[src/logic/dac_event_cfg.svh]
// How it works
// - control bit 3 enables interrupt output and clear-on-read of error flags
// - drift code 00 alarms at 1 or 5, 01 at 2 or 4, 10 at 3, 11 off
// - enable bit 7 passes the acquisition B event to the interrupt
// - enable bit 6 passes the acquisition A event to the interrupt
// - enable bit 5 passes the nonvolatile store download completion to the interrupt
// - enable bit 4 passes the calibration completion to the interrupt
// - enable bit 3 passes the nonvolatile store download error to the interrupt
// - enable bit 2 passes the link sampling monitor error to the interrupt
// - enable bit 1 passes the parity or bit-error-rate failure to the interrupt
// - enable bit 0 passes the data-clock phase monitor error to the interrupt
// - flag bit 7 shows acquisition B ready
// - flag bit 6 shows acquisition A ready
// - flag bit 5 shows the automatic download ready
// - flag bit 4 shows the automatic calibration ready
// - flag bit 3 shows a download error was seen
// - flag bit 2 shows a link sampling monitor error was seen
// - flag bit 1 shows a parity or bit-error-rate error was seen
// - flag bit 0 shows a data-clock phase monitor error was seen
`ifndef DAC_EVENT_CFG_SVH
`define DAC_EVENT_CFG_SVH

// register addresses
`define ADDR_EVENT_CONTROL 5'h0B
`define ADDR_EVENT_ENABLE 5'h0C
`define ADDR_EVENT_FLAGS 5'h0D

// control fields
`define CTRL_GEN_ENABLE_BIT 3
`define CTRL_DRIFT_SEL_LSB 0
`define CTRL_WRITE_MASK 8'h0F

// reset values
`define RESET_EVENT_CONTROL 8'h03
`define RESET_EVENT_ENABLE 8'h00

// drift selector codes and phase values
`define DRIFT_SMALL 2'h0
`define DRIFT_LARGE 2'h1
`define DRIFT_MAX 2'h2
`define DRIFT_OFF 2'h3
`define PHASE_SMALL_LO 3'h1
`define PHASE_SMALL_HI 3'h5
`define PHASE_LARGE_LO 3'h2
`define PHASE_LARGE_HI 3'h4
`define PHASE_MAX 3'h3

// serial frame layout
`define FRAME_INSTR_LAST 4'h7
`define FRAME_LAST 4'hF
`define INSTR_READ_BIT 7

`endif

[src/logic/dac_event_pkg.sv]
package dac_event_pkg;

    typedef enum logic [1:0] {
        SER_IDLE,
        SER_INSTR,
        SER_DATA,
        SER_DONE
    } serial_state_type;

    typedef logic [4:0] reg_addr_type;
    typedef logic [7:0] reg_byte_type;

endpackage

[src/logic/drift_alarm.sv]
`timescale 1ns/1ps
`include "dac_event_cfg.svh"

module drift_alarm
    import dac_event_pkg::*;
(
    // clock and reset
    input wire logic clk,
    input wire logic rst_b,
    // monitor and selector
    input wire logic [2:0] phase,
    input wire logic [1:0] select,
    // alarm level
    output logic alarm
);

    logic next_alarm;

    always_comb begin
        case (select)
            `DRIFT_SMALL: next_alarm = (phase == `PHASE_SMALL_LO) || (phase == `PHASE_SMALL_HI);
            `DRIFT_LARGE: next_alarm = (phase == `PHASE_LARGE_LO) || (phase == `PHASE_LARGE_HI);
            `DRIFT_MAX: next_alarm = (phase == `PHASE_MAX);
            default: next_alarm = 1'b0;
        endcase
    end

    always_ff @(posedge clk) begin
        if (!rst_b) begin
            alarm <= 1'b0;
        end else begin
            alarm <= next_alarm;
        end
    end

    a_drift_off: assert property (@(posedge clk) disable iff (!rst_b)
        (select == `DRIFT_OFF) |=> !alarm)
        else $error("drift alarm raised while disabled");

    a_drift_small: assert property (@(posedge clk) disable iff (!rst_b)
        (select == `DRIFT_SMALL && (phase == `PHASE_SMALL_LO || phase == `PHASE_SMALL_HI)) |=> alarm)
        else $error("small drift not flagged");

    a_drift_large: assert property (@(posedge clk) disable iff (!rst_b)
        (select == `DRIFT_LARGE) |=> (alarm == ($past(phase) == `PHASE_LARGE_LO || $past(phase) == `PHASE_LARGE_HI)))
        else $error("large drift decode wrong");

    a_drift_max: assert property (@(posedge clk) disable iff (!rst_b)
        (select == `DRIFT_MAX) |=> (alarm == ($past(phase) == `PHASE_MAX)))
        else $error("maximum drift decode wrong");

endmodule

[src/logic/sticky_flags.sv]
`timescale 1ns/1ps
`include "dac_event_cfg.svh"

module sticky_flags
    import dac_event_pkg::*;
#(
    parameter int WIDTH = 4
)
(
    // clock and reset
    input wire logic clk,
    input wire logic rst_b,
    // event levels and clear pulse
    input wire logic [WIDTH-1:0] eventLevel,
    input wire logic clear,
    // held flags
    output logic [WIDTH-1:0] flag
);

    genvar i;
    generate
        for (i = 0; i < WIDTH; i = i + 1) begin : g_flag
            // set wins over a clear in the same cycle
            always_ff @(posedge clk) begin
                if (!rst_b) begin
                    flag[i] <= 1'b0;
                end else begin
                    flag[i] <= eventLevel[i] | (flag[i] & ~clear);
                end
            end

            a_flag_sets: assert property (@(posedge clk) disable iff (!rst_b)
                eventLevel[i] |=> flag[i])
                else $error("error event did not set its flag");

            a_flag_holds: assert property (@(posedge clk) disable iff (!rst_b)
                (flag[i] && !clear) |=> flag[i])
                else $error("error flag lost without clear");
        end
    endgenerate

endmodule

[src/logic/dac_event_flag_interrupt_unit.sv]
`timescale 1ns/1ps
`include "dac_event_cfg.svh"

module dac_event_flag_interrupt_unit
    import dac_event_pkg::*;
(
    // clock and reset
    input wire logic clk,
    input wire logic rst_b,
    // serial control port
    input wire logic spiCsB,
    input wire logic spiSclk,
    input wire logic spiSdioIn,
    output logic spiSdioOut,
    output logic spiSdioOe,
    // ready sources
    input wire logic acqBReady,
    input wire logic acqAReady,
    input wire logic autoloadReady,
    input wire logic calibrationReady,
    // error sources
    input wire logic loadError,
    input wire logic linkSamplingError,
    input wire logic parityBerError,
    input wire logic [2:0] phaseMonitor,
    // interrupt
    output logic irq
);

    // two-stage synchronisers for all input pins except clk and rst_b
    localparam int SYNC_W = 13;
    logic [SYNC_W-1:0] syncMeta;
    logic [SYNC_W-1:0] syncOut;
    logic [SYNC_W-1:0] pinBundle;

    assign pinBundle = {spiCsB, spiSclk, spiSdioIn, acqBReady, acqAReady, autoloadReady,
                        calibrationReady, loadError, linkSamplingError, parityBerError, phaseMonitor};

    always_ff @(posedge clk) begin
        if (!rst_b) begin
            syncMeta <= 13'h1000;
            syncOut <= 13'h1000;
        end else begin
            syncMeta <= pinBundle;
            syncOut <= syncMeta;
        end
    end

    logic csBSync;
    logic sclkSync;
    logic sdiSync;
    logic [3:0] readySync;
    logic [2:0] errorSync;
    logic [2:0] phaseSync;

    assign csBSync = syncOut[12];
    assign sclkSync = syncOut[11];
    assign sdiSync = syncOut[10];
    assign readySync = syncOut[9:6];
    assign errorSync = syncOut[5:3];
    assign phaseSync = syncOut[2:0];

    // serial clock edge detection
    logic sclkPrev;
    logic sclkRise;
    logic sclkFall;

    always_ff @(posedge clk) begin
        if (!rst_b) begin
            sclkPrev <= 1'b0;
        end else begin
            sclkPrev <= sclkSync;
        end
    end

    assign sclkRise = sclkSync & ~sclkPrev;
    assign sclkFall = ~sclkSync & sclkPrev;

    // registers
    reg_byte_type eventControl;
    reg_byte_type eventEnable;
    reg_byte_type eventFlags;
    logic genEnable;
    logic [1:0] driftSelect;

    assign genEnable = eventControl[`CTRL_GEN_ENABLE_BIT];
    assign driftSelect = eventControl[`CTRL_DRIFT_SEL_LSB +: 2];

    // serial frame engine
    serial_state_type state;
    logic [3:0] bitCount;
    logic [7:0] inShift;
    logic [7:0] readShift;
    logic isRead;
    reg_addr_type frameAddr;
    logic wrStrobe;
    reg_addr_type wrAddr;
    reg_byte_type wrData;
    logic flagClear;
    reg_byte_type readValue;

    always_comb begin
        case ({inShift[3:0], sdiSync})
            `ADDR_EVENT_CONTROL: readValue = eventControl;
            `ADDR_EVENT_ENABLE: readValue = eventEnable;
            `ADDR_EVENT_FLAGS: readValue = eventFlags;
            default: readValue = 8'h00;
        endcase
    end

    always_ff @(posedge clk) begin
        if (!rst_b) begin
            state <= SER_IDLE;
            bitCount <= 4'h0;
            inShift <= 8'h00;
            isRead <= 1'b0;
            frameAddr <= 5'h00;
        end else if (csBSync) begin
            state <= SER_IDLE;
            bitCount <= 4'h0;
        end else begin
            case (state)
                SER_IDLE: begin
                    state <= SER_INSTR;
                end
                SER_INSTR: begin
                    if (sclkRise) begin
                        inShift <= {inShift[6:0], sdiSync};
                        bitCount <= bitCount + 4'h1;
                        if (bitCount == `FRAME_INSTR_LAST) begin
                            state <= SER_DATA;
                            isRead <= inShift[`INSTR_READ_BIT - 1];
                            frameAddr <= {inShift[3:0], sdiSync};
                        end
                    end
                end
                SER_DATA: begin
                    if (sclkRise) begin
                        inShift <= {inShift[6:0], sdiSync};
                        bitCount <= bitCount + 4'h1;
                        if (bitCount == `FRAME_LAST) begin
                            state <= SER_DONE;
                        end
                    end
                end
                SER_DONE: begin
                    state <= SER_DONE;
                end
                default: begin
                    state <= SER_IDLE;
                end
            endcase
        end
    end

    // write strobe at the last data bit
    always_ff @(posedge clk) begin
        if (!rst_b) begin
            wrStrobe <= 1'b0;
            wrAddr <= 5'h00;
            wrData <= 8'h00;
        end else begin
            wrStrobe <= !csBSync && state == SER_DATA && sclkRise && bitCount == `FRAME_LAST && !isRead;
            wrAddr <= frameAddr;
            wrData <= {inShift[6:0], sdiSync};
        end
    end

    // read data shift out on falling serial clock
    logic readLoad;
    assign readLoad = !csBSync && state == SER_INSTR && sclkRise && bitCount == `FRAME_INSTR_LAST
                      && inShift[`INSTR_READ_BIT - 1];

    always_ff @(posedge clk) begin
        if (!rst_b) begin
            readShift <= 8'h00;
            spiSdioOut <= 1'b0;
            spiSdioOe <= 1'b0;
        end else if (csBSync) begin
            spiSdioOe <= 1'b0;
            spiSdioOut <= 1'b0;
        end else if (readLoad) begin
            readShift <= readValue;
        end else if (state == SER_DATA && isRead && sclkFall) begin
            spiSdioOut <= readShift[7];
            spiSdioOe <= 1'b1;
            readShift <= {readShift[6:0], 1'b0};
        end else if (state == SER_DONE && sclkFall) begin
            spiSdioOe <= 1'b0;
        end
    end

    // clear-on-read of error flags, only while enabled
    always_ff @(posedge clk) begin
        if (!rst_b) begin
            flagClear <= 1'b0;
        end else begin
            flagClear <= readLoad && {inShift[3:0], sdiSync} == `ADDR_EVENT_FLAGS && genEnable;
        end
    end

    // writable registers; flag address takes no write
    always_ff @(posedge clk) begin
        if (!rst_b) begin
            eventControl <= `RESET_EVENT_CONTROL;
        end else if (wrStrobe && wrAddr == `ADDR_EVENT_CONTROL) begin
            eventControl <= wrData & `CTRL_WRITE_MASK;
        end
    end

    always_ff @(posedge clk) begin
        if (!rst_b) begin
            eventEnable <= `RESET_EVENT_ENABLE;
        end else if (wrStrobe && wrAddr == `ADDR_EVENT_ENABLE) begin
            eventEnable <= wrData;
        end
    end

    // event sources
    logic driftAlarm;
    logic [3:0] stickyError;

    drift_alarm u_drift (
        .clk(clk),
        .rst_b(rst_b),
        .phase(phaseSync),
        .select(driftSelect),
        .alarm(driftAlarm)
    );

    sticky_flags #(
        .WIDTH(4)
    ) u_sticky (
        .clk(clk),
        .rst_b(rst_b),
        .eventLevel({errorSync, driftAlarm}),
        .clear(flagClear),
        .flag(stickyError)
    );

    // flag register: live ready levels over held errors
    always_ff @(posedge clk) begin
        if (!rst_b) begin
            eventFlags <= 8'h00;
        end else begin
            eventFlags <= {readySync, stickyError};
        end
    end

    // combined interrupt
    always_ff @(posedge clk) begin
        if (!rst_b) begin
            irq <= 1'b0;
        end else begin
            irq <= genEnable && |(eventFlags & eventEnable);
        end
    end

    a_irq_gen_off: assert property (@(posedge clk) disable iff (!rst_b)
        !genEnable |=> !irq)
        else $error("interrupt raised while generation disabled");

    a_irq_combine: assert property (@(posedge clk) disable iff (!rst_b)
        (genEnable && (eventFlags & eventEnable) == 8'h00) |=> !irq)
        else $error("interrupt raised with no enabled flag");

    a_gate_acq_b: assert property (@(posedge clk) disable iff (!rst_b)
        (genEnable && eventFlags[7] && eventEnable[7]) |=> irq)
        else $error("acquisition B event not passed");

    a_gate_acq_a: assert property (@(posedge clk) disable iff (!rst_b)
        (genEnable && eventFlags[6] && eventEnable[6]) |=> irq)
        else $error("acquisition A event not passed");

    a_gate_autoload: assert property (@(posedge clk) disable iff (!rst_b)
        (genEnable && eventFlags[5] && eventEnable[5]) |=> irq)
        else $error("download ready event not passed");

    a_gate_calibration: assert property (@(posedge clk) disable iff (!rst_b)
        (genEnable && eventFlags[4] && eventEnable[4]) |=> irq)
        else $error("calibration event not passed");

    a_gate_load_err: assert property (@(posedge clk) disable iff (!rst_b)
        (genEnable && eventFlags[3] && eventEnable[3]) |=> irq)
        else $error("download error not passed");

    a_gate_link_err: assert property (@(posedge clk) disable iff (!rst_b)
        (genEnable && eventFlags[2] && eventEnable[2]) |=> irq)
        else $error("link sampling error not passed");

    a_gate_parity: assert property (@(posedge clk) disable iff (!rst_b)
        (genEnable && eventFlags[1] && eventEnable[1]) |=> irq)
        else $error("parity error not passed");

    a_gate_drift: assert property (@(posedge clk) disable iff (!rst_b)
        (genEnable && eventFlags[0] && eventEnable[0]) |=> irq)
        else $error("phase monitor error not passed");

    a_ready_follow: assert property (@(posedge clk) disable iff (!rst_b)
        ##1 eventFlags[7:4] == $past(readySync))
        else $error("ready bits do not follow sources");

    a_error_visible: assert property (@(posedge clk) disable iff (!rst_b)
        errorSync[0] |=> ##1 eventFlags[1])
        else $error("parity error not visible in flags");

    a_flags_ro: assert property (@(posedge clk) disable iff (!rst_b)
        (wrStrobe && wrAddr == `ADDR_EVENT_FLAGS) |=> ($stable(eventControl) && $stable(eventEnable) && !flagClear))
        else $error("flag register write had an effect");

    a_no_clear_off: assert property (@(posedge clk) disable iff (!rst_b)
        !genEnable |=> !flagClear)
        else $error("flags cleared while clearance disabled");

endmodule

[config.mk]
export PLATFORM = sky130hd
export DESIGN_NAME = dac_event_flag_interrupt_unit
export DESIGN_NICKNAME = d
export VERILOG_FILES = /design/src/logic/dac_event_pkg.sv /design/src/logic/drift_alarm.sv /design/src/logic/sticky_flags.sv /design/src/logic/dac_event_flag_interrupt_unit.sv
export VERILOG_INCLUDE_DIRS = /design/src /design/src/logic
export SDC_FILE = /design/constraint.sdc
export NUM_CORES = 1
export LEC_CHECK = 0
export ABC_AREA = 0
export BUFFER_PORTS_ARGS = -buffer_cell sky130_fd_sc_hd__buf_2
export CAP_MARGIN = 20
export CORE_MARGIN = 5
export CORE_UTILIZATION = 33
export CTS_CLUSTER_SIZE = 24
export DETAILED_ROUTE_END_ITERATION = 12
export GPL_TIMING_DRIVEN = 0
export MAX_ROUTING_LAYER = met4
export SKIP_CTS_REPAIR_TIMING = 1
export SYNTH_ARGS = -nofsm -noshare
export SYNTH_HDL_FRONTEND = slang
export SYNTH_SLANG_ARGS = --single-unit
[constraint.sdc]
create_clock -name clk -period 4.16 [get_ports clk]
set_input_delay 0.624 -clock clk [delete_from_list [all_inputs] [get_ports clk]]
set_output_delay 0.624 -clock clk [all_outputs]
set_load 0.02 [all_outputs]
# Word level (Yosys, flattened, before mapping)
# Index checks and enable logic that the tools add are counted.
totals:
  output_inout_bits: 3
  wordCells: 108
  register_bits: 97
  inputBits: 15
classes:
  n_eq_ne: 21
  addsub: 1
  n_reduce_logical: 34
  n_bitwise: 17
  mux: 11
op_table:
  columns: ["cell", "count"]
  rows:
  - ["$eq A5 B4 Y1 const B", 5]
  - ["$pmux W8 S3", 1]
  - ["$logic_and A1 B1 Y1", 16]
  - ["$mux W8", 2]
  - ["$and A8 B8 Y8", 1]
  - ["$mux W2", 4]
  - ["$ne A2 B2 Y1 const B", 4]
  - ["$pmux W2 S4", 1]
  - ["$reduce_and A2 Y1", 4]
  - ["$reduce_and A4 Y1", 2]
  - ["$reduce_or A8 Y1", 1]
  - ["$and A1 B1 Y1", 6]
  - ["$eq A2 B2 Y1 const B", 3]
  - ["$eq A3 B2 Y1 const B", 2]
  - ["$eq A3 B3 Y1 const B", 2]
  - ["$not A1 Y1", 6]
  - ["$add A4 B1 Y4 const B", 1]
  - ["$eq A2 B1 Y1 const B", 2]
  - ["$eq A4 B3 Y1 const B", 1]
  - ["$eq A4 B4 Y1 const B", 1]
  - ["$logic_not A2 Y1", 2]
  - ["$or A1 B1 Y1", 4]
  - ["$reduce_bool A2 Y1", 2]
  - ["$reduce_or A2 Y1", 2]
  - ["6 further kinds", 9]

# Depth between registers and ports, before layout
depth:
  depth_word: 7
  ltp_mapped: 8

# Modules after synthesis
# Synthesis repeated with hierarchy kept, for this count alone.
unflattened:
  cells_unflattened: 350
  area_unflattened_um2: 3602.2
by_module_without_submodules:
  columns: ["module", "area_each_um2", "cells_per_inst", "instances", "seq_area_each_um2"]
  rows:
  - ["dac_event_flag_interrupt_unit", 3398.3, 329, 1, 1841.8]
  - ["sticky_flags", 135.1, 12, 1, 80.1]
  - ["drift_alarm", 68.8, 9, 1, 20.0]

# Least setup slack after synthesis
# Ideal clock, no wire load.
synth_timing:
  path_kind: "reg-to-reg"
  start: "register state[1]"
  end: "register readShift[0]"
  synth_period_minus_slack_ps: 1572
  t_arrival_ps: 1500
  path_stages_with_launch: 8
  path_buffers: 1
  required_ps: 4087
  setup_slack_ps: 2588
  setup_time_ps: 73
  cell_sequence: "dfxtp_1 -> inv_1 -> ha_1 -> buf_2 -> and4bb_2 -> nand2_2 -> or3_1 -> o22ai_2"
synth_via:
  elab_chain_cells: 7
  word_cells_on_any_way: 11
  classes_between: "2 x eq/ne; 1 x mux; 8 x reduce/logical"
synth_rtl:
  columns: ["item", "line", "text"]
  rows:
  - ["from (decl)", "dac_event_flag_interrupt_unit.sv:90", "serial_state_type state;"]
  - ["from (signal assigned)", "dac_event_flag_interrupt_unit.sv:113", "state <= SER_IDLE;"]
  - ["from (signal assigned)", "dac_event_flag_interrupt_unit.sv:119", "state <= SER_IDLE;"]
  - ["from (signal assigned)", "dac_event_flag_interrupt_unit.sv:124", "state <= SER_INSTR;"]
  - ["$eq A2 B1 Y1", "dac_event_flag_interrupt_unit.sv:171", "assign readLoad = !csBSync && state == SER_INSTR && sclkRise && bitCount == `FRAME_INSTR_LAST"]
  - ["$logic_and A1 B1 Y1 (2 in series)", "dac_event_flag_interrupt_unit.sv:171", null]
  - ["$logic_and A1 B1 Y1 (no line)", null, null]
  - ["$logic_and A1 B1 Y1", "dac_event_flag_interrupt_unit.sv:171", null]
  - ["$reduce_bool A2 Y1 (no line)", null, null]
  - ["$reduce_and A2 Y1 (no line)", null, null]
  - ["to (signal assigned)", "dac_event_flag_interrupt_unit.sv:183", "readShift <= readValue;"]
  - ["to (signal assigned)", "dac_event_flag_interrupt_unit.sv:187", "readShift <= {readShift[6:0], 1'b0};"]
  - ["to (decl)", "dac_event_flag_interrupt_unit.sv:93", "logic [7:0] readShift;"]
# Several ways; a longest one is shown, not always the timed one.
# A chain may end at the register's enable or synchronous reset.

# Worst setup path in the final report
layout_timing:
  start: "register state[0]"
  end: "register readShift[4]"
# The elaborated chain is that of the path after synthesis.

==> impl_metrics.py <==
metrics = {
    "power_and_ir_drop": {
        "leakagePower_nw": 1.667,
        "power_density_mw_per_mm2": 382.2,
        "worst_ir_drop_vdd_v": 0.0002069,
    },
    "yosys": {
        "syn_area_mm2": 0.003643,
        "synth_flop_cell": "dfxtp_1",
        "synthArstFlopShare_pct": 0,
        "ys_seq_area_share_pct": 53.30,
        "synth_nets": 373,
        "synth_top_family_by_area": "simple AND/OR/NAND/NOR gates",
        "synth_compound_area_share_pct": 9.856,
        "synth_edf_count": 0,
        "avgSynthCellArea_um2": 10.32,
        "synthMuxAreaShare_pct": 6.868,
        "ys_types": 48,
        "synthCells": 353,
        "synth_xor_area_share_pct": 0.9615,
        "yosys.area_share.simple_pct": 23.25,
        "yosys_warnings": 0,
        "yosys.area_share.adder_pct": 1.717,
        "ys_ff_latch": 97,
    },
    "clocking": {
        "clock_path_buffers": 2,
        "htree_num_levels": 3,
        "cts_root_buf": "clkbuf_8",
        "clk_latency_ns": 0.37,
        "clk_pin_slew_ns": 0.10,
        "cts_sinks": 97,
        "cts_inserted_buffers": 9,
        "cts_tree": "yes",
    },
    "grt": {
        "antenna_found_initial": 0,
        "grtUsageTotal_pct": 11.59,
        "grt_max_degree": 18,
        "grt_pass1_vias": 2417,
        "grt_first_pass_wirelength_um": 11720,
        "gr-total-overflow": 0,
    },
    "setup_path": {
        "endpoint_kind": "register",
        "cp_max_fo": 10,
        "critPathLaunchType": "register",
        "arrival_ns": 2.21,
        "crit_type": "reg -> reg",
        "crit_required_ns": 4.43,
    },
    "worst_hold_path": {
        "min_path_type": "reg -> reg",
    },
    "routing": {
        "route.met3.wl_um": 177,
        "wirelength_um": 6859,
        "dr.pass1.iters": 4,
        "vias_per_cell": 4.596,
        "vias": 2413,
        "drt_iter0_drc": 188,
        "route.detailed.drc": 0,
        "wl_per_cell_um": 13.06,
        "drtAntennaViolNets": 0,
        "wl_met1_um": 3365,
        "met2WireLength_um": 3161,
        "highest_layer": "met4",
    },
    "finish": {
        "fillers": 1123,
        "area_growth_pct": 11.92,
        "drive_gt1_share_pct": 15.58,
        "diodes": 0,
        "fin_cells": 525,
        "mostFrequentLayoutCell": "dfxtp_1",
        "final_cell_mix": "97 x dfxtp_1, 41 x and2_1, 26 x nand2_1, 20 x buf_2, 18 x nor2b_1",
        "nets": 400,
    },
    "timing": {
        "finalSetupViolCount": 0,
        "grt_setup_unrepaired": "no",
        "finClkSkew_ns": 0.01824,
        "worstMarginPinSlew_ns": 0.5079,
        "hold_violations": 0,
        "maxSlewViolCount": 0,
        "final.period_utilization_pct": 46.51,
        "period_needed_ns": 1.935,
        "setup_ws_ns": 2.225,
        "tns_ns": 0,
        "slew_headroom_pct": 65.95,
        "max_freq_mhz": 516.9,
    },
    "placement": {
        "gp_congestion": 0.8364,
        "portBuffers": 16,
        "dp_hpwl_um": 5087,
        "post-place-ws_ns": 2.193,
        "dp.cells": 509,
    },
    "die": {
        "die_h_um": 115.1,
        "dieArea_mm2": 0.01324,
        "pin_count": 18,
        "core-area_mm2": 0.01084,
        "fp.dieW_um": 115.1,
        "start_util_pct": 33.61,
        "fp-row-count": 38,
    },
    "outcome": {
        "status": "finished, final reports clean",
    },
    "job": {
        "maxCapViolations": 0,
    },
}
-- power by group --
group / total (W) / leakage, nW / switching, W / internal [W]
Combinational: 0.0000478 / 0.785 / 0.0000244 / 0.0000235
Sequential: 0.000950 / 0.788 / 0.00000610 / 0.000944
Clock: 0.000561 / 0.0931 / 0.000334 / 0.000227
-- critical path: stages (launching register included) --
cell and delay [ns]:
dfxtp_1 0.36, inv_1 0.13, ha_1 0.16, buf_2 0.19
nand4b_2 0.26, o2bb2ai_1 0.26, buf_2 0.24, nand4_1 0.11
o211ai_1 0.13
-- metal layers --
| metal | GRT usage (%) | up-vias |
|---|---|---|
| met4 | 5.790 | 0 |
| met3 | 2.105 | 12 |
| met5 | - | - |
| li1 | - | 1257 |
| met1 | 14.31 | 1114 |
| met2 | 18.17 | 30 |
-- path summary, 6_finish.rpt --
kind | from | end | slack, ns | cells after the start
setup / recovery | state[0]$_SDFFE_PP0P_ | readShift[4]$_SDFFE_PN0P_ | 2.23 | 8
hold / removal | syncMeta[12]$_SDFF_PN1_ | syncOut[12]$_SDFF_PN1_ | 0.42 | 1
setup reg to reg | state[0]$_SDFFE_PP0P_ | readShift[4]$_SDFFE_PN0P_ | 2.23 | 8
hold reg to reg | syncMeta[12]$_SDFF_PN1_ | syncOut[12]$_SDFF_PN1_ | 0.42 | 1
-- final cells by class --
type                       instances  area, µm²  area share [%]
clock inverter                     6      51.30           1.258
tap                              140      175.2           4.296
clock buffer                      10      127.6           3.130
buffer                            20      113.9           2.792
timing repair buffer              16      80.08           1.964
multi-input combinational        227       1554           38.11
inverter                           9      33.78          0.8285
sequential                        97       1942           47.62
-- sequential cells by signal, indices dropped and copies added (netlist names), 2 cells and up --
name / count
eventFlags: 8
u_sticky.flag: 4
syncMeta: 13
syncOut: 13
inShift: 7
wrAddr: 5
eventControl: 4
eventEnable: 8
bitCount: 4
wrData: 8
frameAddr: 5
state: 2
readShift: 8
-- cell usage after synthesis, types with 2 or more instances --
cell type | number | area [µm²]
o22ai_1 | 3 | 18.77
a22oi_1 | 5 | 37.54
o21ai_0 | 8 | 40.04
a211oi_1 | 2 | 15.01
nor2b_1 | 18 | 112.6
nand3b_1 | 3 | 22.52
nor4_1 | 3 | 18.77
ha_1 | 5 | 62.56
o221a_2 | 2 | 22.52
nand2_1 | 26 | 97.59
and2_1 | 41 | 256.5
nand2b_1 | 4 | 25.02
and4bb_2 | 2 | 25.02
xor2_1 | 2 | 17.52
nor2_1 | 14 | 52.55
buf_2 | 4 | 20.02
a21oi_1 | 16 | 80.08
o21a_1 | 4 | 30.03
nand3_1 | 5 | 25.02
clkbuf_1 | 11 | 41.29
a21boi_0 | 6 | 45.04
mux2_2 | 8 | 90.09
dfxtp_1 | 97 | 1942
mux2i_1 | 16 | 160.2
xnor2_1 | 2 | 17.52
nand4_1 | 5 | 31.28
inv_1 | 9 | 33.78
and3b_1 | 2 | 17.52
nor4b_1 | 4 | 35.03
o211ai_1 | 3 | 22.52
buf_6 | 4 | 45.04
and3_1 | 3 | 18.77
-- per-stage QoR --
stage / power (W) / util [%] / hold slack [ns] / instance area, µm²
6_report: 0.001559 / 37.62 / 0.4243 / 4078
5_1_grt: 0.001627 / 37.62 / 0.4339 / 4078
4_1_cts: 0.001580 / 37.62 / 0.4182 / 4078
3_5_place_dp: 0.001021 / 35.96 / 0.3991 / 3899
3_3_place_gp: 0.001019 / 35.96 / 0.3895 / 3899
2_1_floorplan: 0.001003 / - / 0.3863 / 3643
-- cell families after synthesis --
logic type	Yosys count
buf+inv	29
xor+xnor	4
compound gates	54
mux	24
simple gates	140
flops	97
fa+ha+maj	5
Power figures use the tool's default switching activity.
